### config.mk
export PLATFORM = sky130hd
export DESIGN_NAME = bzc_top
export DESIGN_NICKNAME = d
export VERILOG_FILES = /design/src/core/bzc_top.v /design/src/core/bzc_sync.v /design/src/core/bzc_zone.v
export VERILOG_INCLUDE_DIRS = /design/src /design/src/core
export SDC_FILE = /design/constraint.sdc
export NUM_CORES = 1
export LEC_CHECK = 0
export BUFFER_PORTS_ARGS = -buffer_cell sky130_fd_sc_hd__buf_2
export CAP_MARGIN = 20
export CORE_MARGIN = 4
export CORE_UTILIZATION = 60
export DETAILED_ROUTE_END_ITERATION = 8
export GPL_TIMING_DRIVEN = 1
export PLACE_DENSITY = 0.82
export SLEW_MARGIN = 20
export SYNTH_ARGS = -nofsm -noshare
export SYNTH_HDL_FRONTEND = slang
export SYNTH_HIERARCHICAL = 1
export SYNTH_SLANG_ARGS = --single-unit
### constraint.sdc
create_clock -name clock -period 12.5 [get_ports clock]
set_input_delay 0 -clock clock [delete_from_list [all_inputs] [get_ports clock]]
set_output_delay 0 -clock clock [all_outputs]
set_load 0.02 [all_outputs]
### src/core/bzc_consts.vh
// Purpose: shared constants of the bargraph zone colour block
// Assumes: included by bare name from the top and zone design files of the block
// Notes:   offsets are word addresses on the plain register port
`ifndef BZC_CONSTS_VH
`define BZC_CONSTS_VH

// register addresses
`define BZC_A_CTRL    4'h0
`define BZC_A_COLORS  4'h1
`define BZC_A_LIM1    4'h2
`define BZC_A_LIM2    4'h3
`define BZC_A_LIM3    4'h4
`define BZC_A_LIM4    4'h5
`define BZC_A_STATUS  4'h6
`define BZC_A_RELAY   4'h7

// status fields
`define BZC_ST_LOCK    0
`define BZC_ST_DIM     1
`define BZC_ST_TRI     2
`define BZC_ST_MENU    3
`define BZC_ST_REFUSED 4
`define BZC_ST_BAR_LO  5

// colour codes, two bits each
`define BZC_GREEN  2'h0
`define BZC_ORANGE 2'h1
`define BZC_RED    2'h2

// colour field reset: below, first..fourth limit from low bits up
`define BZC_COLORS_RST 10'h290

// prompt codes shown on the digits
`define BZC_P_NONE  3'h0
`define BZC_P_BELOW 3'h1
`define BZC_P_LIM1  3'h2
`define BZC_P_LIM2  3'h3
`define BZC_P_LIM3  3'h4
`define BZC_P_LIM4  3'h5

// brightness levels and display duty per level
`define BZC_BRIGHT_RST 2'h3
`define BZC_DUTY_0     8'h40
`define BZC_DUTY_1     8'h80
`define BZC_DUTY_2     8'hc0
`define BZC_DUTY_3     8'hff

// limit reset values, 14'h270f, which the signed compare reads as -6385
`define BZC_LIM_RST    14'h270f

`endif

### src/core/bzc_top.v
// Purpose: zone colour menu, lockout, dim and relay ordering of a bargraph meter
// Assumes: one 20 MHz clock; buttons, lock, dim, strap pins are asynchronous
// Notes:   lock and dim pins are active low (closed to common)
//
// Chosen here: the plain strobed port and the register offsets.
`timescale 1ns/1ps
`include "bzc_consts.vh"

////////////////////////////////////////////////////////////////////////////////
// Behaviour
// - menu starts on below-zone colour; advance shows first-limit prompt, stored value.
// - advance after first-limit colour shows second-limit prompt with stored choice.
// - advance after second-limit colour shows third-limit prompt, same three colours.
// - advance after third-limit colour shows fourth-limit prompt with stored value.
// - advance on fourth-limit colour leaves menu, back to measurement display.
// - horizontal bars read below as left and above as right.
// - lockout closed: parameters viewable, every change refused.
// - dim closed: display runs at half the selected brightness.
// - setpoint outputs drive relay positions in order third, first, fourth, second.
// - whole bar shows one colour, that of the zone the reading is in.
// - equal limits with different colours show the highest-numbered limit colour.
// - colour menu only with tricolour bar; mono bar returns straight to display.
module bzc_top #(
   parameter DW = 14
) (
   input  wire                 clock,
   input  wire                 rst_n,
   input  wire [3:0]           addr,
   input  wire [15:0]          wdata,
   input  wire                 wr,
   input  wire                 rd,
   output reg  [15:0]          rdata_q,
   input  wire                 btn_adv,
   input  wire                 btn_up,
   input  wire                 btn_down,
   input  wire                 lock_pin_n,
   input  wire                 dim_pin_n,
   input  wire                 tricolor_pin,
   input  wire                 horiz_pin,
   input  wire                 relay_setup_done,
   input  wire signed [DW-1:0] reading,
   input  wire [3:0]           sp_active,
   input  wire                 nv_restore,
   input  wire [9:0]           nv_rdata,
   output reg                  nv_store_q,
   output reg  [9:0]           nv_wdata_q,
   output reg                  menu_active_q,
   output reg  [2:0]           prompt_q,
   output reg  [1:0]           prompt_color_q,
   output reg  [1:0]           bar_color_q,
   output reg                  bar_horiz_q,
   output reg  [3:0]           relay_q,
   output reg  [7:0]           duty_q
);

   // one-hot menu states
   localparam [5:0] ST_MEAS  = 6'h01;
   localparam [5:0] ST_BELOW = 6'h02;
   localparam [5:0] ST_LIM1  = 6'h04;
   localparam [5:0] ST_LIM2  = 6'h08;
   localparam [5:0] ST_LIM3  = 6'h10;
   localparam [5:0] ST_LIM4  = 6'h20;

   ////////////////////////////////////////////////////////////////////////////
   // pin synchronisers

   wire [2:0] btn_s;
   wire [1:0] cont_n_s;
   wire [1:0] strap_s;

   bzc_sync #(.W(3), .RST_V(1'b0)) u_sync_btn (
      .clock (clock),
      .rst_n (rst_n),
      .pin   ({btn_down, btn_up, btn_adv}),
      .level (btn_s)
   );

   // open contacts idle high, so the reset level is high
   bzc_sync #(.W(2), .RST_V(1'b1)) u_sync_cont (
      .clock (clock),
      .rst_n (rst_n),
      .pin   ({dim_pin_n, lock_pin_n}),
      .level (cont_n_s)
   );

   bzc_sync #(.W(2), .RST_V(1'b0)) u_sync_strap (
      .clock (clock),
      .rst_n (rst_n),
      .pin   ({horiz_pin, tricolor_pin}),
      .level (strap_s)
   );

   wire locked  = ~cont_n_s[0];
   wire dimmed  = ~cont_n_s[1];
   wire tri_bar = strap_s[0];

   ////////////////////////////////////////////////////////////////////////////
   // button edges; no debounce here, a bouncing contact gives extra steps

   reg  [2:0] btn_prev_q;
   wire [2:0] btn_rise = btn_s & ~btn_prev_q;
   wire       adv_p    = btn_rise[0];
   wire       up_p     = btn_rise[1] & ~btn_rise[0];
   wire       down_p   = btn_rise[2] & ~btn_rise[1] & ~btn_rise[0];

   always @(posedge clock or negedge rst_n) begin
      if (!rst_n) begin
         btn_prev_q <= 3'h0;
      end else begin
         btn_prev_q <= btn_s;
      end
   end

   ////////////////////////////////////////////////////////////////////////////
   // state and configuration registers

   reg [5:0]    state_q;
   reg [1:0]    edit_q;
   reg [9:0]    colors_q;
   reg [1:0]    bright_q;
   reg [4*DW-1:0] limits_q;
   reg          refused_q;

   wire in_menu = ~state_q[0];

   // index of the zone being edited, 0 for below
   reg [2:0] cur_idx;
   always @* begin
      case (state_q)
         ST_BELOW: cur_idx = 3'h0;
         ST_LIM1:  cur_idx = 3'h1;
         ST_LIM2:  cur_idx = 3'h2;
         ST_LIM3:  cur_idx = 3'h3;
         ST_LIM4:  cur_idx = 3'h4;
         default:  cur_idx = 3'h0;
      endcase
   end

   // colour codes above red are saturated so only three colours exist
   function [1:0] clamp;
      input [1:0] c;
      begin
         clamp = (c == 2'h3) ? `BZC_RED : c;
      end
   endfunction

   // stored colour of one zone
   function [1:0] pick;
      input [9:0] c;
      input [2:0] i;
      begin
         case (i)
            3'h0:    pick = c[1:0];
            3'h1:    pick = c[3:2];
            3'h2:    pick = c[5:4];
            3'h3:    pick = c[7:6];
            3'h4:    pick = c[9:8];
            default: pick = c[1:0];
         endcase
      end
   endfunction

   wire bus_wr_cfg = wr && (addr == `BZC_A_CTRL || addr == `BZC_A_COLORS ||
                            (addr >= `BZC_A_LIM1 && addr <= `BZC_A_LIM4));
   wire edit_try   = in_menu && (up_p || down_p);
   wire refuse_ev  = locked && (bus_wr_cfg || edit_try);
   wire commit     = in_menu && adv_p && !locked;
   wire [9:0] committed = colors_q & ~(10'h3 << {cur_idx, 1'b0}) |
                          ({8'h00, edit_q} << {cur_idx, 1'b0});

   ////////////////////////////////////////////////////////////////////////////
   // colour menu sequence

   always @(posedge clock or negedge rst_n) begin
      if (!rst_n) begin
         state_q <= ST_MEAS;
         edit_q  <= `BZC_GREEN;
      end else begin
         case (state_q)
            ST_MEAS: begin
               if (relay_setup_done && tri_bar) begin
                  state_q <= ST_BELOW;
                  edit_q  <= pick(colors_q, 3'h0);
               end
            end
            ST_BELOW, ST_LIM1, ST_LIM2, ST_LIM3, ST_LIM4: begin
               if (adv_p) begin
                  // next prompt shows its stored colour
                  edit_q <= pick(colors_q, cur_idx + 3'h1);
                  case (state_q)
                     ST_BELOW: state_q <= ST_LIM1;
                     ST_LIM1:  state_q <= ST_LIM2;
                     ST_LIM2:  state_q <= ST_LIM3;
                     ST_LIM3:  state_q <= ST_LIM4;
                     default:  state_q <= ST_MEAS;
                  endcase
               end else if (up_p && !locked) begin
                  edit_q <= (edit_q >= `BZC_RED) ? `BZC_GREEN : edit_q + 2'h1;
               end else if (down_p && !locked) begin
                  edit_q <= (edit_q == `BZC_GREEN) ? `BZC_RED : edit_q - 2'h1;
               end
            end
            default: begin
               state_q <= ST_MEAS;
            end
         endcase
      end
   end

   // colour store: restore beats operator commit beats bus write
   always @(posedge clock or negedge rst_n) begin
      if (!rst_n) begin
         colors_q   <= `BZC_COLORS_RST;
         nv_store_q <= 1'b0;
         nv_wdata_q <= `BZC_COLORS_RST;
      end else begin
         nv_store_q <= 1'b0;
         if (nv_restore) begin
            colors_q <= {clamp(nv_rdata[9:8]), clamp(nv_rdata[7:6]), clamp(nv_rdata[5:4]),
                         clamp(nv_rdata[3:2]), clamp(nv_rdata[1:0])};
         end else if (commit) begin
            colors_q   <= committed;
            nv_wdata_q <= committed;
            nv_store_q <= 1'b1;
         end else if (wr && addr == `BZC_A_COLORS && !locked) begin
            colors_q   <= {clamp(wdata[9:8]), clamp(wdata[7:6]), clamp(wdata[5:4]),
                           clamp(wdata[3:2]), clamp(wdata[1:0])};
            nv_wdata_q <= {clamp(wdata[9:8]), clamp(wdata[7:6]), clamp(wdata[5:4]),
                           clamp(wdata[3:2]), clamp(wdata[1:0])};
            nv_store_q <= 1'b1;
         end
      end
   end

   ////////////////////////////////////////////////////////////////////////////
   // brightness, limits and refused flag from the register port

   integer k;
   always @(posedge clock or negedge rst_n) begin
      if (!rst_n) begin
         bright_q  <= `BZC_BRIGHT_RST;
         limits_q  <= {4{`BZC_LIM_RST}};
         refused_q <= 1'b0;
      end else begin
         if (wr && !locked && addr == `BZC_A_CTRL) begin
            bright_q <= wdata[1:0];
         end
         for (k = 0; k < 4; k = k + 1) begin
            if (wr && !locked && addr == `BZC_A_LIM1 + k[3:0]) begin
               limits_q[k*DW +: DW] <= wdata[DW-1:0];
            end
         end
         // a new refusal wins over a clear in the same cycle
         if (refuse_ev) begin
            refused_q <= 1'b1;
         end else if (wr && addr == `BZC_A_STATUS && wdata[`BZC_ST_REFUSED]) begin
            refused_q <= 1'b0;
         end
      end
   end

   ////////////////////////////////////////////////////////////////////////////
   // bar colour

   wire [1:0] zone_color;

   bzc_zone #(.DW(DW)) u_zone (
      .reading (reading),
      .limits  (limits_q),
      .colors  (colors_q),
      .color   (zone_color)
   );

   // display duty of the selected level, halved while dimmed
   reg [7:0] duty_d;
   always @* begin
      case (bright_q)
         2'h0:    duty_d = `BZC_DUTY_0;
         2'h1:    duty_d = `BZC_DUTY_1;
         2'h2:    duty_d = `BZC_DUTY_2;
         default: duty_d = `BZC_DUTY_3;
      endcase
      if (dimmed) begin
         duty_d = {1'b0, duty_d[7:1]};
      end
   end

   // display side outputs, all registered
   always @(posedge clock or negedge rst_n) begin
      if (!rst_n) begin
         menu_active_q  <= 1'b0;
         prompt_q       <= `BZC_P_NONE;
         prompt_color_q <= `BZC_GREEN;
         bar_color_q    <= `BZC_GREEN;
         bar_horiz_q    <= 1'b0;
         relay_q        <= 4'h0;
         duty_q         <= `BZC_DUTY_3;
      end else begin
         menu_active_q  <= in_menu;
         prompt_q       <= in_menu ? cur_idx + `BZC_P_BELOW : `BZC_P_NONE;
         prompt_color_q <= edit_q;
         bar_color_q    <= zone_color;
         // zones are positional, so left/right on a horizontal bar needs no other logic
         bar_horiz_q    <= strap_s[1];
         relay_q        <= {sp_active[1], sp_active[3], sp_active[0], sp_active[2]};
         duty_q         <= duty_d;
      end
   end

   ////////////////////////////////////////////////////////////////////////////
   // register read port, data in the cycle after the strobe

   reg [15:0] rd_d;
   always @* begin
      case (addr)
         `BZC_A_CTRL:   rd_d = {14'h0000, bright_q};
         `BZC_A_COLORS: rd_d = {6'h00, colors_q};
         `BZC_A_LIM1:   rd_d = {{(16-DW){limits_q[DW-1]}}, limits_q[DW-1:0]};
         `BZC_A_LIM2:   rd_d = {{(16-DW){limits_q[2*DW-1]}}, limits_q[2*DW-1:DW]};
         `BZC_A_LIM3:   rd_d = {{(16-DW){limits_q[3*DW-1]}}, limits_q[3*DW-1:2*DW]};
         `BZC_A_LIM4:   rd_d = {{(16-DW){limits_q[4*DW-1]}}, limits_q[4*DW-1:3*DW]};
         `BZC_A_STATUS: rd_d = {9'h000, bar_color_q, refused_q, in_menu, tri_bar, dimmed, locked};
         `BZC_A_RELAY:  rd_d = {12'h000, relay_q};
         default:       rd_d = 16'h0000;
      endcase
   end

   always @(posedge clock or negedge rst_n) begin
      if (!rst_n) begin
         rdata_q <= 16'h0000;
      end else begin
         rdata_q <= rd ? rd_d : 16'h0000;
      end
   end

endmodule

### src/core/bzc_sync.v
// Purpose: two flip-flop synchroniser for asynchronous pin levels
// Assumes: inputs change slowly compared with the clock
// Notes:   the first stage feeds only the second stage
`timescale 1ns/1ps

module bzc_sync #(
   parameter W     = 1,
   parameter RST_V = 1'b0
) (
   input  wire         clock,
   input  wire         rst_n,
   input  wire [W-1:0] pin,
   output wire [W-1:0] level
);

   reg [W-1:0] meta_q;
   reg [W-1:0] sync_q;

   // both stages reset to the idle level of the pins
   always @(posedge clock or negedge rst_n) begin
      if (!rst_n) begin
         meta_q <= {W{RST_V}};
         sync_q <= {W{RST_V}};
      end else begin
         meta_q <= pin;
         sync_q <= meta_q;
      end
   end

   assign level = sync_q;

endmodule

### src/core/bzc_zone.v
// Purpose: choose the single colour of the whole bar from the reading
// Assumes: reading and limits are signed counts of the same scale
// Notes:   purely combinational, registered by the caller
`timescale 1ns/1ps
`include "bzc_consts.vh"

module bzc_zone #(
   parameter DW = 14
) (
   input  wire signed [DW-1:0] reading,
   input  wire [4*DW-1:0]      limits,
   input  wire [9:0]           colors,
   output reg  [1:0]           color
);

   integer            i;
   reg                found;
   reg signed [DW-1:0] best;
   reg signed [DW-1:0] lim;

   // the highest limit below the reading names the zone; ">=" on the
   // running best lets a higher-numbered limit win a tie
   always @* begin
      found = 1'b0;
      best  = {DW{1'b0}};
      lim   = {DW{1'b0}};
      color = colors[1:0];
      for (i = 0; i < 4; i = i + 1) begin
         lim = limits[i*DW +: DW];
         if (reading > lim && (!found || lim >= best)) begin
            found = 1'b1;
            best  = lim;
            color = colors[(i+1)*2 +: 2];
         end
      end
   end

endmodule

==> out/qor.csv <==
stage,metric,value,unit
power,Pwr per Cell Area,176,nW/um^2
placement,Port-buffer cells,106,
synthesis,Yosys top cell area share,23.4,%
power,P_leak,0.00498,uW
routing,Vias/cell,6.33,
clocking,H-tree levels,4,
worst_hold_path,hold_sp,nv_restore,
finish,Multi-input gate area,5290,sq um
floorplan,# rows,45,
routing,Via Count,7714,
critical_path,startpoint class of the critical path,flop,
routing,drt total wl,25.7,mm
routing,initial drt markers,677,
timing,Final setup viols,0,
floorplan,core area,15200,sq um
global_routing,global-route wire length before repair,41.5,mm
critical_path,Crit Path Class,flop to flop,
floorplan,die extent in x,133,microns
worst_hold_path,Hold Crit Class,input pin to flop,
critical_path,largest stage delay on the critical path,770,ps
timing,Final Cycle Share,75.1,%
synthesis,part of the Yosys area used for sequential elements,37.2,%
synthesis,syn_nets,1064,
finish,# diodes,0,
critical_path,crit path max fanout,18,
finish,Area Overhead vs Synth,16.0,%
critical_path,CP max stage cell,o21ai_2,
synthesis,number of synthesized flops with an enable pin,0,
global_routing,GRT Util Overall,29.7,%
floorplan,Initial Util,61.2,%
finish,"non-filler cells, final",1219,
timing,Clock Skew,7.95,ps
placement,placed inst area,9850,sq um
synthesis,largest family of logic cells by synthesized area,compound AO/OA/AOI/OAI gates,
synthesis,Post-synth top cells,"108 x ha_1, 87 x dfrtp_1, 86 x mux2_2",
finish,register area,3460,sq um
status,outcome,completed,
critical_path,Setup crit start,limits_q[13],
routing,DR WL/cell,21.1,microns
timing,RSZ-0062 raised after global routing,false,
placement,Post-Place Cells,1149,
timing,Peak Freq,107,MHz
routing,drc violations,0,
clocking,CTS Root Cell,clkbuf_16,
synthesis,adder and majority gate portion of the synthesized area,14.5,%
timing,Period minus WS final,9380,ps
synthesis,Avg Synthesized Cell Area,10.4,sq um
synthesis,synth top area cells,"dfrtp_1 23%, ha_1 15%, dfstp_2 14%",
critical_path,crit path to,bar_color_q[1],
global_routing,pin count of the biggest net entering global routing,74,
finish,Finished Cell Area,10800,sq um
synthesis,Async SR Flop Fraction,100,%
placement,placed wire-length estimate,18.9,mm
critical_path,nature of the critical path endpoint,flop,
global_routing,initial antenna violation count,2,
critical_path,Critical R2R Launch,limits_q[13],
synthesis,Synth Register Bits,136,
floorplan,Die Area,17600,sq um
synthesis,Compound-Gate Fraction of Synth Area,16.3,%
routing,antenna-violating nets left,0,
finish,fillcell total,1138,
synthesis,Syn Std Cell Area,9310,sq um
timing,slew at the pin with the worst max-slew slack,956,ps
synthesis,Post-Synth Simple-Gate Area,12.6,%
timing,worst relative slew slack,35.9,%
clocking,TritonCTS Buffers,17,
power,Worst VDD drop,0.183,mV
synthesis,Yosys top cell by area,dfrtp_1,
critical_path,WP data arrival,9680,ps
floorplan,DIE HEIGHT,133,microns
synthesis,Synth Flop Type,dfrtp_1,
global_routing,GR Overflow Total,0,
synthesis,mux cell area share after synthesis,12.9,%
finish,net count reported at finish,1187,
synthesis,Gate Count Post-Synth,895,
clocking,CTS tree,done,
floorplan,I/O pin count,109,
clocking,worst skew pair latency,420,ps
synthesis,cell with the most instances after synthesis,ha_1,
clocking,Clock Path Buffers,2,
synthesis,number of distinct library cells after synthesis,88,
placement,Placer Congestion,0.947,
critical_path,Register-to-Register Path Depth,32,
routing,drt first pass iters,5,
flow_run,max-cap violation count,0,
global_routing,vias in the first global route,7829,
timing,Max Slew Vio Count,0,
critical_path,Reg2Reg Capture Point,bar_color_q[1],
critical_path,worst reg2reg setup slack,3120,ps
clocking,Clock transition at path regs,70,ps
timing,final hold violation count,0,
timing,Final TNS setup,0,ps
finish,layout cell share with drive strength beyond 1,30.3,%
clocking,clock tree sinks,136,
synthesis,Yosys warnings,6,
critical_path,"Data required, critical path",12800,ps
synthesis,xor and xnor area share after synthesis,0.376,%
clocking,CTS resizes,0,
-- metrics by stage --
stage	hold slack, ps	total power [uW]	setup slack [ps]	utilization [%]
5_1_grt	50.2	2020	2680	71.0
6_report	31.2	1900	3120	71.0
3_3_place_gp	0.492	1370	3350	64.8
4_1_cts	14.0	1900	3250	71.0
3_5_place_dp	13.9	1390	3340	64.8
2_1_floorplan	-296	1180	5040	-
-- sequential cells by signal, indices dropped and copies added, names as in the netlist, 2 cells and up --
name                 count
bar_color_q              2
prompt_color_q           2
u_sync_cont/level        2
prompt_q                 3
btn_prev_q               3
u_sync_strap/meta_q      2
colors_q                10
nv_wdata_q              10
edit_q                   2
bright_q                 2
duty_q                   4
u_sync_btn/meta_q        3
u_sync_btn/level         3
state_q                  6
u_sync_strap/level       2
rdata_q                 14
relay_q                  4
u_sync_cont/meta_q       2
limits_q                56
-- critical path: cells and delay by family (launching register included) --
| kind | cells | cell delay [ps] |
|---|---|---|
| AOI/OAI and AO/OA | 14 | 4130 |
| adders and majority gates | 4 | 1270 |
| buffers and inverters | 1 | 50 |
| DFF | 1 | 560 |
| muxes | 4 | 1460 |
| and+or+nand+nor | 9 | 1760 |
-- cell usage in the layout (no fill, tap or decap), types with 8 or more instances in the layout --
| master | Yosys | routed |
|---|---|---|
| nor2b_1 | 18 | 18 |
| nand2b_1 | 10 | 10 |
| nand2_1 | 60 | 60 |
| mux2_4 | 8 | 8 |
| o211ai_1 | 9 | 9 |
| nand3_1 | 15 | 15 |
| a221oi_1 | 9 | 9 |
| o21ai_0 | 26 | 26 |
| mux2i_1 | 9 | 9 |
| dfstp_2 | 49 | 49 |
| o21a_1 | 12 | 12 |
| inv_1 | 80 | 80 |
| nor2_1 | 32 | 32 |
| buf_2 | 12 | 105 |
| dlygate4sd3_1 | 0 | 38 |
| a21oi_1 | 44 | 44 |
| a222oi_1 | 11 | 11 |
| and3_1 | 10 | 10 |
| ha_1 | 108 | 108 |
| nand4_1 | 12 | 12 |
| mux2_2 | 86 | 86 |
| a21o_1 | 14 | 14 |
| clkbuf_16 | 0 | 17 |
| dfrtp_1 | 87 | 87 |
| nor3_1 | 13 | 12 |
-- worst min-delay path by stage --
| stage | end | slack, ps | cells after the start |
|---|---|---|---|
| final | colors_q[3] | 30 | 2 |
| after global routing | colors_q[3] | 50 | 2 |
| after CTS | colors_q[3] | 10 | 2 |
| after detailed placement | limits_q[39] | 10 | 1 |
| after global placement | limits_q[39] | 0.5 | 1 |
| after floorplan | bar_color_q[0] | -300 | 0 |
-- power by group --
part | total [uW] | internal [uW] | switching [uW]
clock | 486 | 278 | 208
combinational | 767 | 350 | 417
sequential | 651 | 546 | 106
total | 1900 | 1170 | 730
-- layer usage --
| layer | vias to the layer above | share of wire [%] | GRT usage [%] |
|---|---|---|---|
| li1 | 3540 | - | - |
| met1 | 3784 | 41 | 38.8 |
| met2 | 315 | 49 | 49.8 |
| met3 | 71 | 6.7 | 6.05 |
| met4 | 4 | 2.9 | 9.70 |
| met5 | - | 0.074 | 0 |
-- layout make-up --
type	instances	share of cell area [%]
Clock buffer	18	3.97
Clock inverter	14	1.26
Inverter	82	2.85
Multi-Input combinational cell	635	49.0
Sequential cell	136	32.1
Tap cell	188	2.18
Timing Repair Buffer	146	8.63
-- what timing repair did --
item,in CTS,in global routing
setup buffers,0,0
hold endpoints to repair,144,0
hold buffers,38,0
-- kinds of logic after synthesis --
kind of cell             count (synthesis)
AND/OR/NAND/NOR                        217
AO/OA/AOI/OAI                          201
flip-flops                             136
buffers and inverters                  124
adder cells (fa/ha/maj)                108
multiplexers                           105
XOR/XNOR                                 4
No activity file was read; power rests on OpenSTA's default activity.
